## config.mk

```make
export PLATFORM = sky130hd
export DESIGN_NAME = trgsel_top
export DESIGN_NICKNAME = d
export VERILOG_FILES = /design/src/hw/trgsel_tb_placeholder_none.v /design/src/hw/trgsel_top.v
export VERILOG_INCLUDE_DIRS = /design/src /design/src/hw
export SDC_FILE = /design/constraint.sdc
export NUM_CORES = 1
export LEC_CHECK = 0
export ABC_AREA = 1
export BUFFER_PORTS_ARGS = -buffer_cell sky130_fd_sc_hd__buf_2
export CAP_MARGIN = 0
export CORE_AREA = 2 2 150 152
export CTS_CLUSTER_DIAMETER = 40
export DETAILED_ROUTE_END_ITERATION = 16
export DIE_AREA = 0 0 152 154
export GPL_ROUTABILITY_DRIVEN = 0
export GPL_TIMING_DRIVEN = 1
export PLACE_DENSITY = 0.68
export SETUP_SLACK_MARGIN = 0.1
export SYNTH_ARGS = -nofsm -noshare
export SYNTH_HDL_FRONTEND = slang
export SYNTH_SLANG_ARGS = --single-unit
```

## constraint.sdc

```tcl
create_clock -name pclk -period 4.6 [get_ports pclk]
set_clock_uncertainty 0.1 [all_clocks]
set_input_delay 0.23 -clock pclk [delete_from_list [all_inputs] [get_ports pclk]]
set_output_delay 0.23 -clock pclk [all_outputs]
set_load 0.03 [all_outputs]
```

## src/hw/trgsel_map.vh

```
// register map, field positions, reset values and timing constants of the trigger selector
`ifndef TRGSEL_MAP_VH
`define TRGSEL_MAP_VH

// ==========================================================
// clock and timing
`define TRGSEL_CLK_MHZ 50
`define TRGSEL_PER_DEF_US 5000
`define TRGSEL_PER_DEF_CYC 40'h000003d090
`define TRGSEL_PER_MIN_NS 200
`define TRGSEL_PER_MIN_CYC 40'h000000000a
`define TRGSEL_REF_MHZ 10
`define TRGSEL_REF_WIN_US 10
`define TRGSEL_REF_WIN_CYC (`TRGSEL_REF_WIN_US * `TRGSEL_CLK_MHZ)
`define TRGSEL_REF_EDGES (`TRGSEL_REF_WIN_US * `TRGSEL_REF_MHZ)
`define TRGSEL_REF_TOL 6
`define TRGSEL_INT_DIV (`TRGSEL_CLK_MHZ / `TRGSEL_REF_MHZ)

// ==========================================================
// register byte offsets
`define TRGSEL_CTRL_OFF 12'h000
`define TRGSEL_LEVEL_OFF 12'h004
`define TRGSEL_PER_LO_OFF 12'h008
`define TRGSEL_PER_HI_OFF 12'h00c
`define TRGSEL_TRIG_OFF 12'h010
`define TRGSEL_STAT_OFF 12'h014

// ==========================================================
// control fields
`define TRGSEL_SRC_INT 2'h0
`define TRGSEL_SRC_EXT 2'h1
`define TRGSEL_SRC_MAN 2'h2
`define TRGSEL_SRC_BAD 2'h3
`define TRGSEL_CTRL_SLOPE 4
`define TRGSEL_CTRL_SEQ 8
`define TRGSEL_CTRL_SWP 9
`define TRGSEL_CTRL_TRG 10
`define TRGSEL_CTRL_GATE 11
`define TRGSEL_CTRL_SYNC 12
`define TRGSEL_LEVEL_MAX 8'sh64
`define TRGSEL_LEVEL_MIN (-8'sh64)
`define TRGSEL_PER_W 40

// ==========================================================
// reset values
`define TRGSEL_SLOPE_POS 1'b0
`define TRGSEL_LEVEL_RST 8'h00

`endif

```

## src/hw/trgsel_tb_placeholder_none.v

```verilog
// intentionally empty design unit list holder for build order
`timescale 1ns/1ps

```

## src/hw/trgsel_top.v

```verilog
// trigger source selector with reference detection and apb register access
//
// Register access over APB and the placing of the registers were decided locally.
`timescale 1ns/1ps
`include "trgsel_map.vh"
// Function
// - the source setting holds one of internal, external or manual, never two at once.
// - with internal source a programmable period generator (200 ns..10000 s) fires triggers.
// - with internal source the slope and threshold settings have no effect on triggers.
// - with internal or external source a manual key or bus trigger also fires a trigger.
// - with external source the slope-selected edge of the comparator input fires a trigger.
// - with manual source only the manual key or bus trigger fires, never the generator.
// - gated mode with external source and negative slope runs while the input is below level.
// - trigger events go to sequence advance, triggered sweep and triggered mode; gated mode follows the external input level.
// - the threshold is stored from -10.0 V to +10.0 V in 0.1 V steps and fed to the comparator.
// - reset loads internal source, 5 ms period, positive slope and zero level.
// - a valid 10 MHz signal on the reference input switches the reference to external.
// - the reference output carries the internal 10 MHz clock, or the external one if present.
// - with trigger sync chosen every trigger event, manual and bus included, makes a marker.
module trgsel_top (
   input wire pclk,
   input wire presetn,
   input wire psel,
   input wire penable,
   input wire pwrite,
   input wire [11:0] paddr,
   input wire [31:0] pwdata,
   output reg [31:0] prdata,
   output reg pready,
   output reg pslverr,
   input wire trig_cmp,
   input wire manual_trigger_key,
   input wire ref_in,
   output reg [7:0] level_code_q,
   output reg trig_pulse_q,
   output reg seq_adv_q,
   output reg sweep_trig_q,
   output reg mode_trig_q,
   output reg gate_run_q,
   output reg sync_marker_q,
   output reg ref_ext_q,
   output reg ref_out_q
);

   // ==========================================================
   // address decode
   // one decoder serves both the read mux and the write strobes
   function hit;
      input [11:0] addr;
      input [11:0] off;
      begin
         hit = (addr == off);
      end
   endfunction

   // decides pslverr; every other offset is refused
   function mapped;
      input [11:0] addr;
      begin
         mapped = hit(addr, `TRGSEL_CTRL_OFF) | hit(addr, `TRGSEL_LEVEL_OFF) |
            hit(addr, `TRGSEL_PER_LO_OFF) | hit(addr, `TRGSEL_PER_HI_OFF) |
            hit(addr, `TRGSEL_TRIG_OFF) | hit(addr, `TRGSEL_STAT_OFF);
      end
   endfunction

   // ==========================================================
   // input synchronisers
   // both asynchronous pins pass two flops; stage one feeds stage two only
   wire [1:0] pin_raw;
   reg [1:0] sync1_q;
   reg [1:0] sync2_q;
   assign pin_raw = {ref_in, trig_cmp};
   genvar gi;
   generate
      for (gi = 0; gi < 2; gi = gi + 1) begin : g_sync
         always @(posedge pclk or negedge presetn) begin
            if (!presetn) begin
               sync1_q[gi] <= 1'b0;
               sync2_q[gi] <= 1'b0;
            end else begin
               sync1_q[gi] <= pin_raw[gi];
               sync2_q[gi] <= sync1_q[gi];
            end
         end
      end
   endgenerate

   // one-cycle delayed copies for edge detection; the key pin is already synchronous
   reg cmp_d1_q;
   reg ref_d1_q;
   reg key_d1_q;
   always @(posedge pclk or negedge presetn) begin
      if (!presetn) begin
         cmp_d1_q <= 1'b0;
         ref_d1_q <= 1'b0;
         key_d1_q <= 1'b0;
      end else begin
         cmp_d1_q <= sync2_q[0];
         ref_d1_q <= sync2_q[1];
         key_d1_q <= manual_trigger_key;
      end
   end

   // ==========================================================
   // control registers
   reg [1:0] src_q;
   reg slope_q;
   reg [4:0] route_q; // seq, sweep, trig, gate, sync
   reg [7:0] level_q;
   reg [`TRGSEL_PER_W-1:0] period_q;
   reg bus_trig_q;
   reg [15:0] ev_cnt_q;

   // a write lands only in the access cycle that the slave acknowledges
   // the bus trigger is a strobe, so it reads back as zero
   wire acc;
   wire wr;
   assign acc = psel & penable & pready;
   assign wr = acc & pwrite;

   // level is signed tenths of a volt
   wire signed [7:0] wlevel;
   assign wlevel = pwdata[7:0];
   wire [`TRGSEL_PER_W-1:0] per_lo_d;
   wire [`TRGSEL_PER_W-1:0] per_hi_d;
   assign per_lo_d = {period_q[`TRGSEL_PER_W-1:32], pwdata};
   assign per_hi_d = {pwdata[`TRGSEL_PER_W-33:0], period_q[31:0]};

   // settings written by software; reset gives the power-on defaults
   always @(posedge pclk or negedge presetn) begin
      if (!presetn) begin
         src_q <= `TRGSEL_SRC_INT;
         slope_q <= `TRGSEL_SLOPE_POS;
         level_q <= `TRGSEL_LEVEL_RST;
         period_q <= `TRGSEL_PER_DEF_CYC;
         route_q <= 5'h00;
         bus_trig_q <= 1'b0;
      end else begin
         bus_trig_q <= wr & hit(paddr, `TRGSEL_TRIG_OFF) & pwdata[0];
         if (wr & hit(paddr, `TRGSEL_CTRL_OFF)) begin
            // the unused code is refused so exactly one source stays active
            if (pwdata[1:0] != `TRGSEL_SRC_BAD)
               src_q <= pwdata[1:0];
            slope_q <= pwdata[`TRGSEL_CTRL_SLOPE];
            route_q <= pwdata[`TRGSEL_CTRL_SYNC:`TRGSEL_CTRL_SEQ];
         end
         // out-of-range levels are dropped, keeping the old threshold
         if (wr & hit(paddr, `TRGSEL_LEVEL_OFF) &&
            wlevel <= `TRGSEL_LEVEL_MAX && wlevel >= `TRGSEL_LEVEL_MIN)
            level_q <= pwdata[7:0];
         if (wr & hit(paddr, `TRGSEL_PER_LO_OFF))
            period_q <= (per_lo_d < `TRGSEL_PER_MIN_CYC) ?
               `TRGSEL_PER_MIN_CYC : per_lo_d;
         if (wr & hit(paddr, `TRGSEL_PER_HI_OFF))
            period_q <= (per_hi_d < `TRGSEL_PER_MIN_CYC) ?
               `TRGSEL_PER_MIN_CYC : per_hi_d;
      end
   end

   // ==========================================================
   // internal period generator
   // 40 bits reach 10000 s at 20 ns per cycle
   // limitation: periods below 10 cycles are clamped, so 200 ns is the floor
   reg [`TRGSEL_PER_W-1:0] per_cnt_q;
   wire per_tick;
   assign per_tick = (per_cnt_q >= period_q - 1'b1);
   always @(posedge pclk or negedge presetn) begin
      if (!presetn) begin
         per_cnt_q <= {`TRGSEL_PER_W{1'b0}};
      end else if (src_q != `TRGSEL_SRC_INT || per_tick) begin
         per_cnt_q <= {`TRGSEL_PER_W{1'b0}}; // restart keeps phase after source change
      end else begin
         per_cnt_q <= per_cnt_q + 1'b1;
      end
   end

   // ==========================================================
   // trigger event selection
   wire int_ev;
   wire ext_ev;
   wire man_ev;
   wire trig_ev;
   wire cmp_rise;
   wire cmp_fall;
   assign cmp_rise = sync2_q[0] & ~cmp_d1_q;
   assign cmp_fall = ~sync2_q[0] & cmp_d1_q;
   // slope and level never touch the internal path
   assign int_ev = (src_q == `TRGSEL_SRC_INT) & per_tick;
   // edges are seen two flops late: latency traded for metastability margin
   assign ext_ev = (src_q == `TRGSEL_SRC_EXT) &
      (slope_q ? cmp_fall : cmp_rise);
   // key and bus trigger act under every source
   assign man_ev = (manual_trigger_key & ~key_d1_q) | bus_trig_q;
   assign trig_ev = int_ev | ext_ev | man_ev;

   // gate runs while the input sits on the slope's active side
   wire gate_d;
   assign gate_d = route_q[3] & (src_q == `TRGSEL_SRC_EXT) &
      (slope_q ? ~sync2_q[0] : sync2_q[0]);

   // registered event fan-out, one clock per event
   // simultaneous events merge into one pulse
   always @(posedge pclk or negedge presetn) begin
      if (!presetn) begin
         trig_pulse_q <= 1'b0;
         seq_adv_q <= 1'b0;
         sweep_trig_q <= 1'b0;
         mode_trig_q <= 1'b0;
         gate_run_q <= 1'b0;
         sync_marker_q <= 1'b0;
         level_code_q <= `TRGSEL_LEVEL_RST;
         ev_cnt_q <= 16'h0000;
      end else begin
         trig_pulse_q <= trig_ev;
         seq_adv_q <= trig_ev & route_q[0];
         sweep_trig_q <= trig_ev & route_q[1];
         mode_trig_q <= trig_ev & route_q[2];
         gate_run_q <= gate_d;
         sync_marker_q <= trig_ev & route_q[4];
         level_code_q <= level_q;
         if (trig_ev)
            ev_cnt_q <= ev_cnt_q + 16'h0001;
      end
   end

   // ==========================================================
   // reference detection
   // edges are counted over a fixed window; a lone glitch cannot switch over
   reg [9:0] win_cnt_q;
   reg [7:0] edge_cnt_q;
   wire win_end;
   wire ref_rise;
   assign win_end = (win_cnt_q == `TRGSEL_REF_WIN_CYC - 1);
   assign ref_rise = sync2_q[1] & ~ref_d1_q;
   // the edge count saturates so a fast input cannot wrap back into range
   always @(posedge pclk or negedge presetn) begin
      if (!presetn) begin
         win_cnt_q <= 10'h000;
         edge_cnt_q <= 8'h00;
         ref_ext_q <= 1'b0;
      end else begin
         win_cnt_q <= win_end ? 10'h000 : win_cnt_q + 10'h001;
         if (win_end) begin
            edge_cnt_q <= {7'h00, ref_rise};
            ref_ext_q <= (edge_cnt_q >= `TRGSEL_REF_EDGES - `TRGSEL_REF_TOL) &&
               (edge_cnt_q <= `TRGSEL_REF_EDGES + `TRGSEL_REF_TOL);
         end else if (ref_rise && edge_cnt_q != 8'hff) begin
            edge_cnt_q <= edge_cnt_q + 8'h01;
         end
      end
   end

   // ==========================================================
   // reference output
   // internal 10 MHz is a divide-by-five, so its duty is 40/60
   reg [2:0] div_cnt_q;
   always @(posedge pclk or negedge presetn) begin
      if (!presetn) begin
         div_cnt_q <= 3'h0;
         ref_out_q <= 1'b0;
      end else begin
         div_cnt_q <= (div_cnt_q == `TRGSEL_INT_DIV - 1) ? 3'h0 : div_cnt_q + 3'h1;
         ref_out_q <= ref_ext_q ? sync2_q[1] :
            (div_cnt_q < `TRGSEL_INT_DIV / 2);
      end
   end

   // ==========================================================
   // apb slave
   // no wait state: data is looked up in setup and held through access
   // unmapped offsets read back as zero
   reg [31:0] rdata_d;
   always @* begin
      rdata_d = 32'h00000000;
      if (hit(paddr, `TRGSEL_CTRL_OFF))
         rdata_d = {19'h00000, route_q, 3'h0, slope_q, 2'h0, src_q};
      else if (hit(paddr, `TRGSEL_LEVEL_OFF))
         rdata_d = {24'h000000, level_q};
      else if (hit(paddr, `TRGSEL_PER_LO_OFF))
         rdata_d = period_q[31:0];
      else if (hit(paddr, `TRGSEL_PER_HI_OFF))
         rdata_d = {24'h000000, period_q[`TRGSEL_PER_W-1:32]};
      else if (hit(paddr, `TRGSEL_STAT_OFF))
         rdata_d = {ev_cnt_q, 13'h0000, gate_run_q, sync2_q[0], ref_ext_q};
   end

   // response launched in setup so pready stands for exactly the access cycle
   always @(posedge pclk or negedge presetn) begin
      if (!presetn) begin
         pready <= 1'b0;
         prdata <= 32'h00000000;
         pslverr <= 1'b0;
      end else if (psel & ~penable) begin
         pready <= 1'b1;
         prdata <= pwrite ? 32'h00000000 : rdata_d;
         pslverr <= ~mapped(paddr);
      end else begin
         pready <= 1'b0;
         prdata <= 32'h00000000;
         pslverr <= 1'b0;
      end
   end

endmodule

```

# Word-level counts from Yosys, hierarchy flattened
# Index checks and enable logic that the tools add are counted.
[totals]
register_bits = 191
ramBits = 0
inputBits = 52
latchBits = 0
rom_bits = 0
n_memories = 0
[op_classes]
reduce_logical = 14
eq_ne = 11
muxes = 21
shift = 0
bitwise = 36
add_sub_neg = 6
div = 0
n_lt_le_gt_ge = 8
multipliers = 0
[op_table]
columns = ["op", "count"]
rows = [
  ["32-bit two-way mux", 7],
  ["40-bit two-way mux", 5],
  ["40-bit by 4-bit < comparator with 1-bit output, second input constant", 2],
  ["40-bit by 1-bit adder with 40-bit output, second input constant", 1],
  ["40-bit >= comparator", 1],
  ["40-bit by 1-bit subtractor with 40-bit output, second input constant", 1],
  ["12-bit by 4-bit == test with 1-bit output, second input constant", 2],
  ["12-bit by 5-bit == test with 1-bit output, second input constant", 2],
  ["1-bit bitwise AND", 22],
  ["16-bit by 1-bit adder with 16-bit output, second input constant", 1],
  ["8-bit two-way mux", 2],
  ["12-bit by 3-bit == test with 1-bit output, second input constant", 1],
  ["12-bit zero test", 1],
  ["10-bit by 1-bit adder with 10-bit output, second input constant", 1],
  ["10-bit by 9-bit == test with 1-bit output, second input constant", 1],
  ["10-bit two-way mux", 1],
  ["8-bit by 1-bit adder with 8-bit output, second input constant", 1],
  ["8-bit by 7-bit >= comparator with 1-bit output, second input constant", 1],
  ["8-bit >= comparator, second input constant", 1],
  ["8-bit by 7-bit <= comparator with 1-bit output, second input constant", 1],
  ["8-bit <= comparator, second input constant", 1],
  ["8-bit != test, second input constant", 1],
  ["1-bit bitwise OR", 8],
  ["2-bit nonzero test", 4],
  ["other kinds (13)", 27],
]

# Longest topological paths before layout
# Gate-level depths: netlist of the first run.
[depth]
depth_word = 8
ltp_mapped = 25

# Least setup slack after synthesis of the first run
# OpenSTA, ideal clock, no wires.
[synth_path]
path_kind = "register to register"
from = "reg period_q[0]"
to = "reg ev_cnt_q[10]"
arrival_time_ns = 3.172
slack_ns = 1.261
stages_incl_launch_ff = 24
path_buffers = 1
path_cell_list = "dfrtp_1 -> inv_1 -> ha_1 -> nand2_1 -> nor2_2 -> nand3b_1 -> or2_1 -> nor3_2 -> nand3_1 -> xor2_1 -> ha_1 -> nand2_1 -> nor2_1 -> nand2_1 -> nor2_1 -> nand2_1 -> nor2_1 -> nor2_1 -> nand3_1 -> nand2_1 -> nand2_2 -> buf_2 -> nand2_1 -> nand2_1"
[synth_via]
elab_chain_len = 5
[synth_lines]
columns = ["element", "line", "source"]
rows = [
  ["from (decl)", "trgsel_top.v:110", "reg [`TRGSEL_PER_W-1:0] period_q;"],
  ["from (signal assigned)", "trgsel_top.v:135", "period_q <= `TRGSEL_PER_DEF_CYC;"],
  ["from (signal assigned)", "trgsel_top.v:152", "period_q <= (per_lo_d < `TRGSEL_PER_MIN_CYC) ?"],
  ["from (signal assigned)", "trgsel_top.v:155", "period_q <= (per_hi_d < `TRGSEL_PER_MIN_CYC) ?"],
  ["40-bit by 1-bit subtractor with 40-bit output", "trgsel_top.v:166", "assign per_tick = (per_cnt_q >= period_q - 1'b1);"],
  ["40-bit >= comparator", "trgsel_top.v:166", ""],
  ["1-bit bitwise AND", "trgsel_top.v:188", "assign int_ev = (src_q == `TRGSEL_SRC_INT) & per_tick;"],
  ["1-bit bitwise OR (2 in a row)", "trgsel_top.v:194", "assign trig_ev = int_ev | ext_ev | man_ev;"],
  ["via trig_ev", "trgsel_top.v:182", "wire trig_ev;"],
  ["to (signal assigned)", "trgsel_top.v:222", "ev_cnt_q <= ev_cnt_q + 16'h0001;"],
  ["to (decl)", "trgsel_top.v:112", "reg [15:0] ev_cnt_q;"],
]
# The timed path passes the listed nets, and every way through them passes these cells.
# A chain may end at the register's enable or synchronous reset.

# Worst setup path in the final report of the first run
[layout_path]
from = "reg period_q[0]"
to = "reg ev_cnt_q[8]"
[layout_via]
elab_chain_len = 5
[layout_lines]
columns = ["element", "line"]
rows = [
  ["40-bit by 1-bit subtractor with 40-bit output", "trgsel_top.v:166"],
  ["40-bit >= comparator", "trgsel_top.v:166"],
  ["1-bit bitwise AND", "trgsel_top.v:188"],
  ["1-bit bitwise OR (2 in a row)", "trgsel_top.v:194"],
]
# Every way passes these cells.

==> results.ini, run 1 <==
[floorplanning]
floorplan.initialDensity_pct = 49.4
io-pin-count = 102
die_h_um = 154
dieWidth_um = 152
fp.coreArea_sq_um = 21700
num_rows = 54
die_area_sq_um = 23400

[setup_path]
worstPathCellList = inv_1, ha_1, nand2_1, nor2_2, inv_2, nor2_1, nand2_1, nor3_1, nand3_1, xnor2_1, inv_1, ha_1, nand2_1, nor2_1, nand2_1, nor2_1, nand2_1, nor2_1, nor2_1, nand3_1, nand2_1, nand2_2, nand2_1, nand2_1
arrival_ns = 4.14
reg2regPathDepth = 24
worstSetupStartpointType = register
critical_path.max_fanout = 17
critPathKind = reg -> reg
cp-end-kind = register
cp_common_cell = nand2_1
crit_family = simple AND/OR/NAND/NOR gates
slowest_stage = dfrtp_1
crit_buf_inv = 3
required_ns = 4.88
slowest_delay_ns = 0.36
cp.depth = 24

[worst_hold_path]
hold_depth = 3
hp-class = in -> reg

[drt]
drc = 0
wl_met1_mm = 12.9
drt_pass1_iterations = 6
drt.antenna.violating_nets = 0
wirelength_mm = 28.5
post_drt_wl_per_cell_um = 16.0
via_per_inst = 5.43
vias = 9659
wl_met3_mm = 1.88
drtIter0Drc = 908
met2_wirelength_mm = 13.3
route.top_layer_used = met4

[timing]
rsz0062_at_grt = false
maxSlewViolCount = 0
setup_viol = 0
worst_slew_pin_slew_ns = 1.20
max_freq_mhz = 259
fin_crit_sh_pct = 83.9
finalHoldViolations = 0
setup_tns_ns = 0
max_slew_margin_pct = 19.8
whs_ns = 0.0242
period_minus_slack_ns = 3.86

[finish]
syn_to_final_growth_pct = 16.2
drive_above_1_share_pct = 12.4
multi_input_area_sq_um = 5260
n_antenna_cell = 0
fill_cells = 2011
regArea_sq_um = 4790
fin_nets = 1587

[logic_synthesis]
synth_most_common_cell = nand2_1
synth.top_cell.area_share_pct = 43.0
synth_top_family_by_area = simple AND/OR/NAND/NOR gates
syn-num-nets = 1454
ys_top_cells_by_count = 318 x nand2_1, 184 x dfrtp_1, 175 x nor2_1, 126 x inv_1, 100 x nand3_1
syn-cell-area_sq_um = 10700
ys.flop_type = dfrtp_1
synthArstFlopShare_pct = 100
synthCells = 1354
yosys.area_share.simple_pct = 29.3
synthTopCellsByArea = dfrtp_1 43%, nand2_1 11%, nor2_1 6.1%
synth_compound_area_share_pct = 7.42
synth_cell_types = 49
synthMuxAreaShare_pct = 0
ys_seq_area_share_pct = 44.7
ys_ff_latch = 191
synth_largest_area_cell = dfrtp_1
syn_area_per_cell_sq_um = 7.92
yosysWarnings = 0
synthAdderAreaFrac_pct = 5.60
synth-edff-count = 0
post_synth_xor_area_fraction_pct = 6.70

[clocking]
clkLatencyLatePin_ns = 0.44
cts_tree = done
cts_buffer_depth = 2
cts_max_level = 4
cts_hold_buf = 34
cts_resized = 0
clk_pin_slew_worst_paths_ns = 0.08
cts_sinks = 191
numCtsBuffers = 17
cts_root_buf = clkbuf_16
cts_setup_buffers = 0

[global_route]
grt_remaining_overflow = 0
antenna_found_initial = 0
grt_pass1_vias = 9099
grt_first_pass_wirelength_mm = 46.6
grt_max_degree = 106
track_usage_pct = 24.6

[power]
leakage_uw = 0.00595
ir_drop_v = 0.000213
p_per_area_nw_per_um2 = 286

[outcome]
status = finished, final reports clean

[place]
portBuffers = 101
hpwl_mm = 21.0

[run]
drv_cap = 0

[worst min-delay path: stages]
cell,delay [ns]
buf_2,0.10
nand4_1,0.11
o21ai_1,0.08
[power by group]
part	leakage (uW)	internal [uW]	total [uW]	switching (uW)
Clock	0.000301	843	1560	715
Combinational	0.00312	94.1	238	144
Sequential	0.00253	1720	1770	52.0
Total	0.00595	2660	3570	910
[kinds of logic (layout without fill, tap and decap cells)]
logic type | after synthesis | after routing
buffers and inverters | 171 | 317
AO/OA/AOI/OAI | 146 | 146
XOR/XNOR | 82 | 82
adder cells (fa/ha/maj) | 48 | 48
AND/OR/NAND/NOR | 716 | 716
flip-flops | 191 | 191
[registers in the layout (all words and copies together) (netlist names), 3 cells and up]
name and flops:
level_code_q 8, level_q 8, per_cnt_q 40, div_cnt_q 3, prdata 32, ev_cnt_q 16, period_q 40, route_q 5
edge_cnt_q 8, win_cnt_q 10
[final cells by class]
type	count	share of cell area, %
Multi-Input combinational cell	992	42.2
Inverter	145	4.37
Sequential cell	191	38.4
Clock inverter	13	1.38
Clock buffer	19	3.55
Tap cell	280	2.81
Timing Repair Buffer	140	7.26
[layout by cell type (no fill, tap or decap), drive strengths merged, types with 2 or more instances in the layout]
cell         netlist  layout
nand2            321     321
nor2             186     186
dfrtp            184     184
inv              142     149
buf               11     105
nand3            100     100
a21oi             60      60
o21ai             58      58
xor2              52      52
ha                48      48
nor3              40      40
nand4             37      37
dlygate4sd3        0      34
xnor2             30      30
clkbuf            15      20
nor4              13      13
or2                8       8
dfstp              7       7
clkinv             3       6
a31oi              5       5
a21boi             5       5
nand3b             3       3
o22ai              3       3
and3               3       3
o31ai              3       3
a211oi             3       3
nor3b              3       3
and2               2       2
o21a               2       2
o211ai             2       2
a41oi              2       2
bufinv             0       2
[through the flow]
stage | cell area, sq um | total power [uW] | std cells | utilization [%] | setup WS (ns)
finish | 12500 | 3570 | 1780 | 57.5 | 0.743
detailed placement | 11500 | 2020 | 1714 | 53.1 | 0.758
floorplan | 10700 | 1920 | 1354 | - | 1.26
global route | 12500 | 3700 | 1780 | 57.5 | 0.269
CTS | 12500 | 3590 | 1780 | 57.5 | 0.745
global placement | 11500 | 2020 | 1714 | 53.1 | 0.867
[worst paths after layout]
path | from | end | slack, ns
min in group asynchronous | presetn | win_cnt_q[6] | 0.28
setup / recovery | period_q[0] | ev_cnt_q[8] | 0.74
max in group asynchronous | presetn | period_q[14] | 3.11
hold / removal | pwdata[28] | period_q[28] | 0.02
hold reg to reg | sync1_q[1] | sync2_q[1] | 0.25
setup reg to reg | period_q[0] | ev_cnt_q[8] | 0.74
[per-layer routing]
metal	up-vias	global-route usage, %
li1	4681	-
met1	4568	35.0
met2	373	39.6
met3	37	4.00
met4	0	6.36
met5	-	0
(Power assumes the default switching activity.)
==> inputs of run 2 (changes only) <==
--- a/config.mk
+++ b/config.mk
@@ -15,7 +15,7 @@
 export DIE_AREA = 0 0 152 154
 export GPL_ROUTABILITY_DRIVEN = 0
 export GPL_TIMING_DRIVEN = 1
-export PLACE_DENSITY = 0.68
+export PLACE_DENSITY = 0.71
 export SETUP_SLACK_MARGIN = 0.1
 export SYNTH_ARGS = -nofsm -noshare
 export SYNTH_HDL_FRONTEND = slang
==> constraint.sdc (replaced) <==
create_clock -name pclk -period 3.2 [get_ports pclk]
set_clock_uncertainty 0.1 [all_clocks]
set_input_delay 0.16 -clock pclk [delete_from_list [all_inputs] [get_ports pclk]]
set_output_delay 0.16 -clock pclk [all_outputs]
set_load 0.03 [all_outputs]
==> run 2 against run 1 <==
  * The flow now finishes with violations (negative setup slack)
  * Non-clock buffer count rose by 102
  * Cell area rose by 9.2%
  * Maximum frequency rose by 11%
  * Clock power rose by 39%
  * Utilization rose by 5.3 points
  * Cell count rose by 5.7%
  * Sequential share of layout area fell by 3.2 points
  * Die area did not move
  * Worst setup slack got worse by 1.0 ns
  * Critical endpoint is now per_cnt_q[28]
==> results.ini, run 2 (synthesis results as in run 1) <==
[power]
p_clk_share_pct = 42.7  ; -0.9 points
p_int_uw = 3760  ; +41%
p_per_area_nw_per_um2 = 374  ; +30%
pwr-share-comb_pct = 7.1  ; +0.4 points
leakage_uw = 0.00657  ; +10%
switchingPower_uw = 1320  ; +45%
p_sw_share_pct = 26.0  ; +0.51 points
p_seq_share_pct = 50.3  ; +0.6 points
power_uw = 5090  ; +42%
ir_drop_v = 0.000258  ; +21%

[drt]
drtIter0Drc = 862  ; -5.1%
via_per_inst = 5.42  ; -0.15%
drc = 0  ; unchanged
vias = 10200  ; +5.6%
wirelength_mm = 30.9  ; +8.5%
drt.antenna.violating_nets = 0  ; unchanged
post_drt_wl_per_cell_um = 16.4  ; +2.6%
drt_pass1_iterations = 5  ; -1

[timing]
whs_ns = 0.0390  ; +0.0148 ns
period_minus_slack_ns = 3.49  ; -0.370 ns
finalHoldViolations = 0  ; unchanged
maxSlewViolCount = 0  ; unchanged
rsz0062_at_grt = true
setup_ws_ns = -0.288  ; -1.03 ns
fin_crit_sh_pct = 109  ; +25 points
max_slew_margin_pct = 17.6  ; -2.2 points
setup_viol = 61  ; +61
worst_slew_pin_slew_ns = 1.23  ; +0.0333 ns
max_freq_mhz = 287  ; +11%

[global_route]
grt_max_degree = 96  ; -9.4%
track_usage_pct = 26.0  ; +1.4 points
grt_remaining_overflow = 0  ; unchanged
grt_first_pass_wirelength_mm = 49.2  ; +5.4%
grt_pass1_vias = 9910  ; +8.9%
antenna_found_initial = 0  ; unchanged

[setup_path]
cp-end-kind = register
arrival_ns = 3.72  ; -0.42 ns
worstPathCellList = nor2_1, nand4_1, nor3b_4, nand3_2, nor3_4, buf_4, xor2_2, ha_1, nand2_1, nor2_2, nand2_2, nor2_4, nand2_1, nor2_2, nor2_4, nand4_1, buf_6, clkbuf_16, nor2_1
critPathKind = reg -> reg
slowest_delay_ns = 0.41  ; +0.05 ns
worstSetupStartpointType = register
r2r_setup_slack_ns = -0.29  ; -1.03 ns
required_ns = 3.43  ; -1.45 ns
critical_path.max_fanout = 5  ; -12
slowest_stage = dfrtp_1

[finish]
reg_top3 = per_cnt_q x40, period_q x40, prdata x32
n_antenna_cell = 0  ; unchanged
layout_common_cells = 309 x nand2_1, 183 x dfrtp_1, 155 x nor2_1
regArea_sq_um = 4790  ; about the same
fill_cells = 1822  ; -9.4%
multi_input_area_sq_um = 5510  ; +4.9%
drive_above_1_share_pct = 20.6  ; +8.2 points
layout_commonest_cell = nand2_1
fin_nets = 1689  ; +6.4%
syn_to_final_growth_pct = 27.0

[floorplanning]
fp.coreArea_sq_um = 21700  ; unchanged
num_rows = 54  ; unchanged
io-pin-count = 102  ; unchanged
floorplan.initialDensity_pct = 49.4  ; unchanged
die_area_sq_um = 23400  ; unchanged
dieWidth_um = 152  ; unchanged
die_h_um = 154  ; unchanged

[clocking]
clkLatencyLatePin_ns = 0.44  ; about the same
clk_pin_slew_worst_paths_ns = 0.07  ; about the same
cts_root_buf = clkbuf_16
cts_tree = done
cts_max_level = 4  ; unchanged
numCtsBuffers = 17  ; unchanged
cts_sinks = 191  ; unchanged
cts_buffer_depth = 2  ; unchanged

[run]
drv_cap = 0  ; unchanged

[outcome]
violations = negative setup slack
status = complete, but fails checks

[worst_hold_path]
hp-class = in -> reg

[place]
hpwl_mm = 22.0  ; +4.8%
portBuffers = 101  ; unchanged

## run 2: cell count changes in the layout (fill, tap and decap cells not counted), sizes merged
cell,delta
clkbuf,+5
clkinvlp,+2
bufinv,-1
buf,+92
inv,-3
dlygate4sd3,+7
## run 2: final cells by class
type | instances | area share, %
well taps | 280 | 2.57
flip-flops and latches | 191 | 35.2
multi-input cells | 992 | 40.5
repair buffers | 242 | 13.4
clock buffers | 21 | 3.38
clock inverters | 11 | 0.928
inverters | 145 | 4.00
## run 2: critical path: cells and delay by family (launching register included)
kind	cells	cell delay [ns]
buffers and inverters	3	0.53
adders and majority gates	1	0.30
xor gates and xnor gates	1	0.06
and+or+nand+nor	14	1.99
DFF	1	0.41
## run 2: what timing repair did
action                                 CTS  global route
resized for setup                       14            46
endpoints found under the hold margin  151             0
setup endpoints to repair               61            61
setup buffers                            2            10
hold buffers                            41             0
gates cloned                             3             4
pin swaps                               10            29
## run 2: power by group through the flow
stage	clock [uW]	sequential (uW)	combinational, uW
4_1_cts	2190	2550	356
6_report	2170	2560	359
3_3_place_gp	0	2590	306
3_5_place_dp	0	2600	316
5_1_grt	2280	2570	409
2_1_floorplan	0	2580	171
## run 2: metrics by stage
stage,setup WS (ns),utilization [%],std cells,setup TNS (ns),area (sq um)
2_1_floorplan,0.0831,-,1354,0,10800
3_3_place_gp,-0.130,55.9,1791,-2.54,12100
3_5_place_dp,-0.241,55.9,1791,-8.51,12100
4_1_cts,-0.165,61.2,1869,-6.42,13300
5_1_grt,-0.461,62.8,1882,-26.40,13600
6_report,-0.288,62.8,1882,-15.64,13600
## run 2: routing by layer
metal,track usage (%),up-vias,wire [um]
li1,-,4895,-
met4,8.72,0,884
met2,43.2,401,14600
met5,0,-,0
met3,5.19,66,2020
met1,34.3,4835,13400
## run 2: worst paths after layout
check,cells past startpoint,end,startpoint
min reg2reg,0,sync2_q[0],sync1_q[0]
min,3,period_q[28],pwdata[28]
max reg2reg,19,per_cnt_q[28],period_q[3]
min in group asynchronous,2,period_q[5],presetn
max,19,per_cnt_q[28],period_q[3]
max in group asynchronous,3,prdata[18],presetn
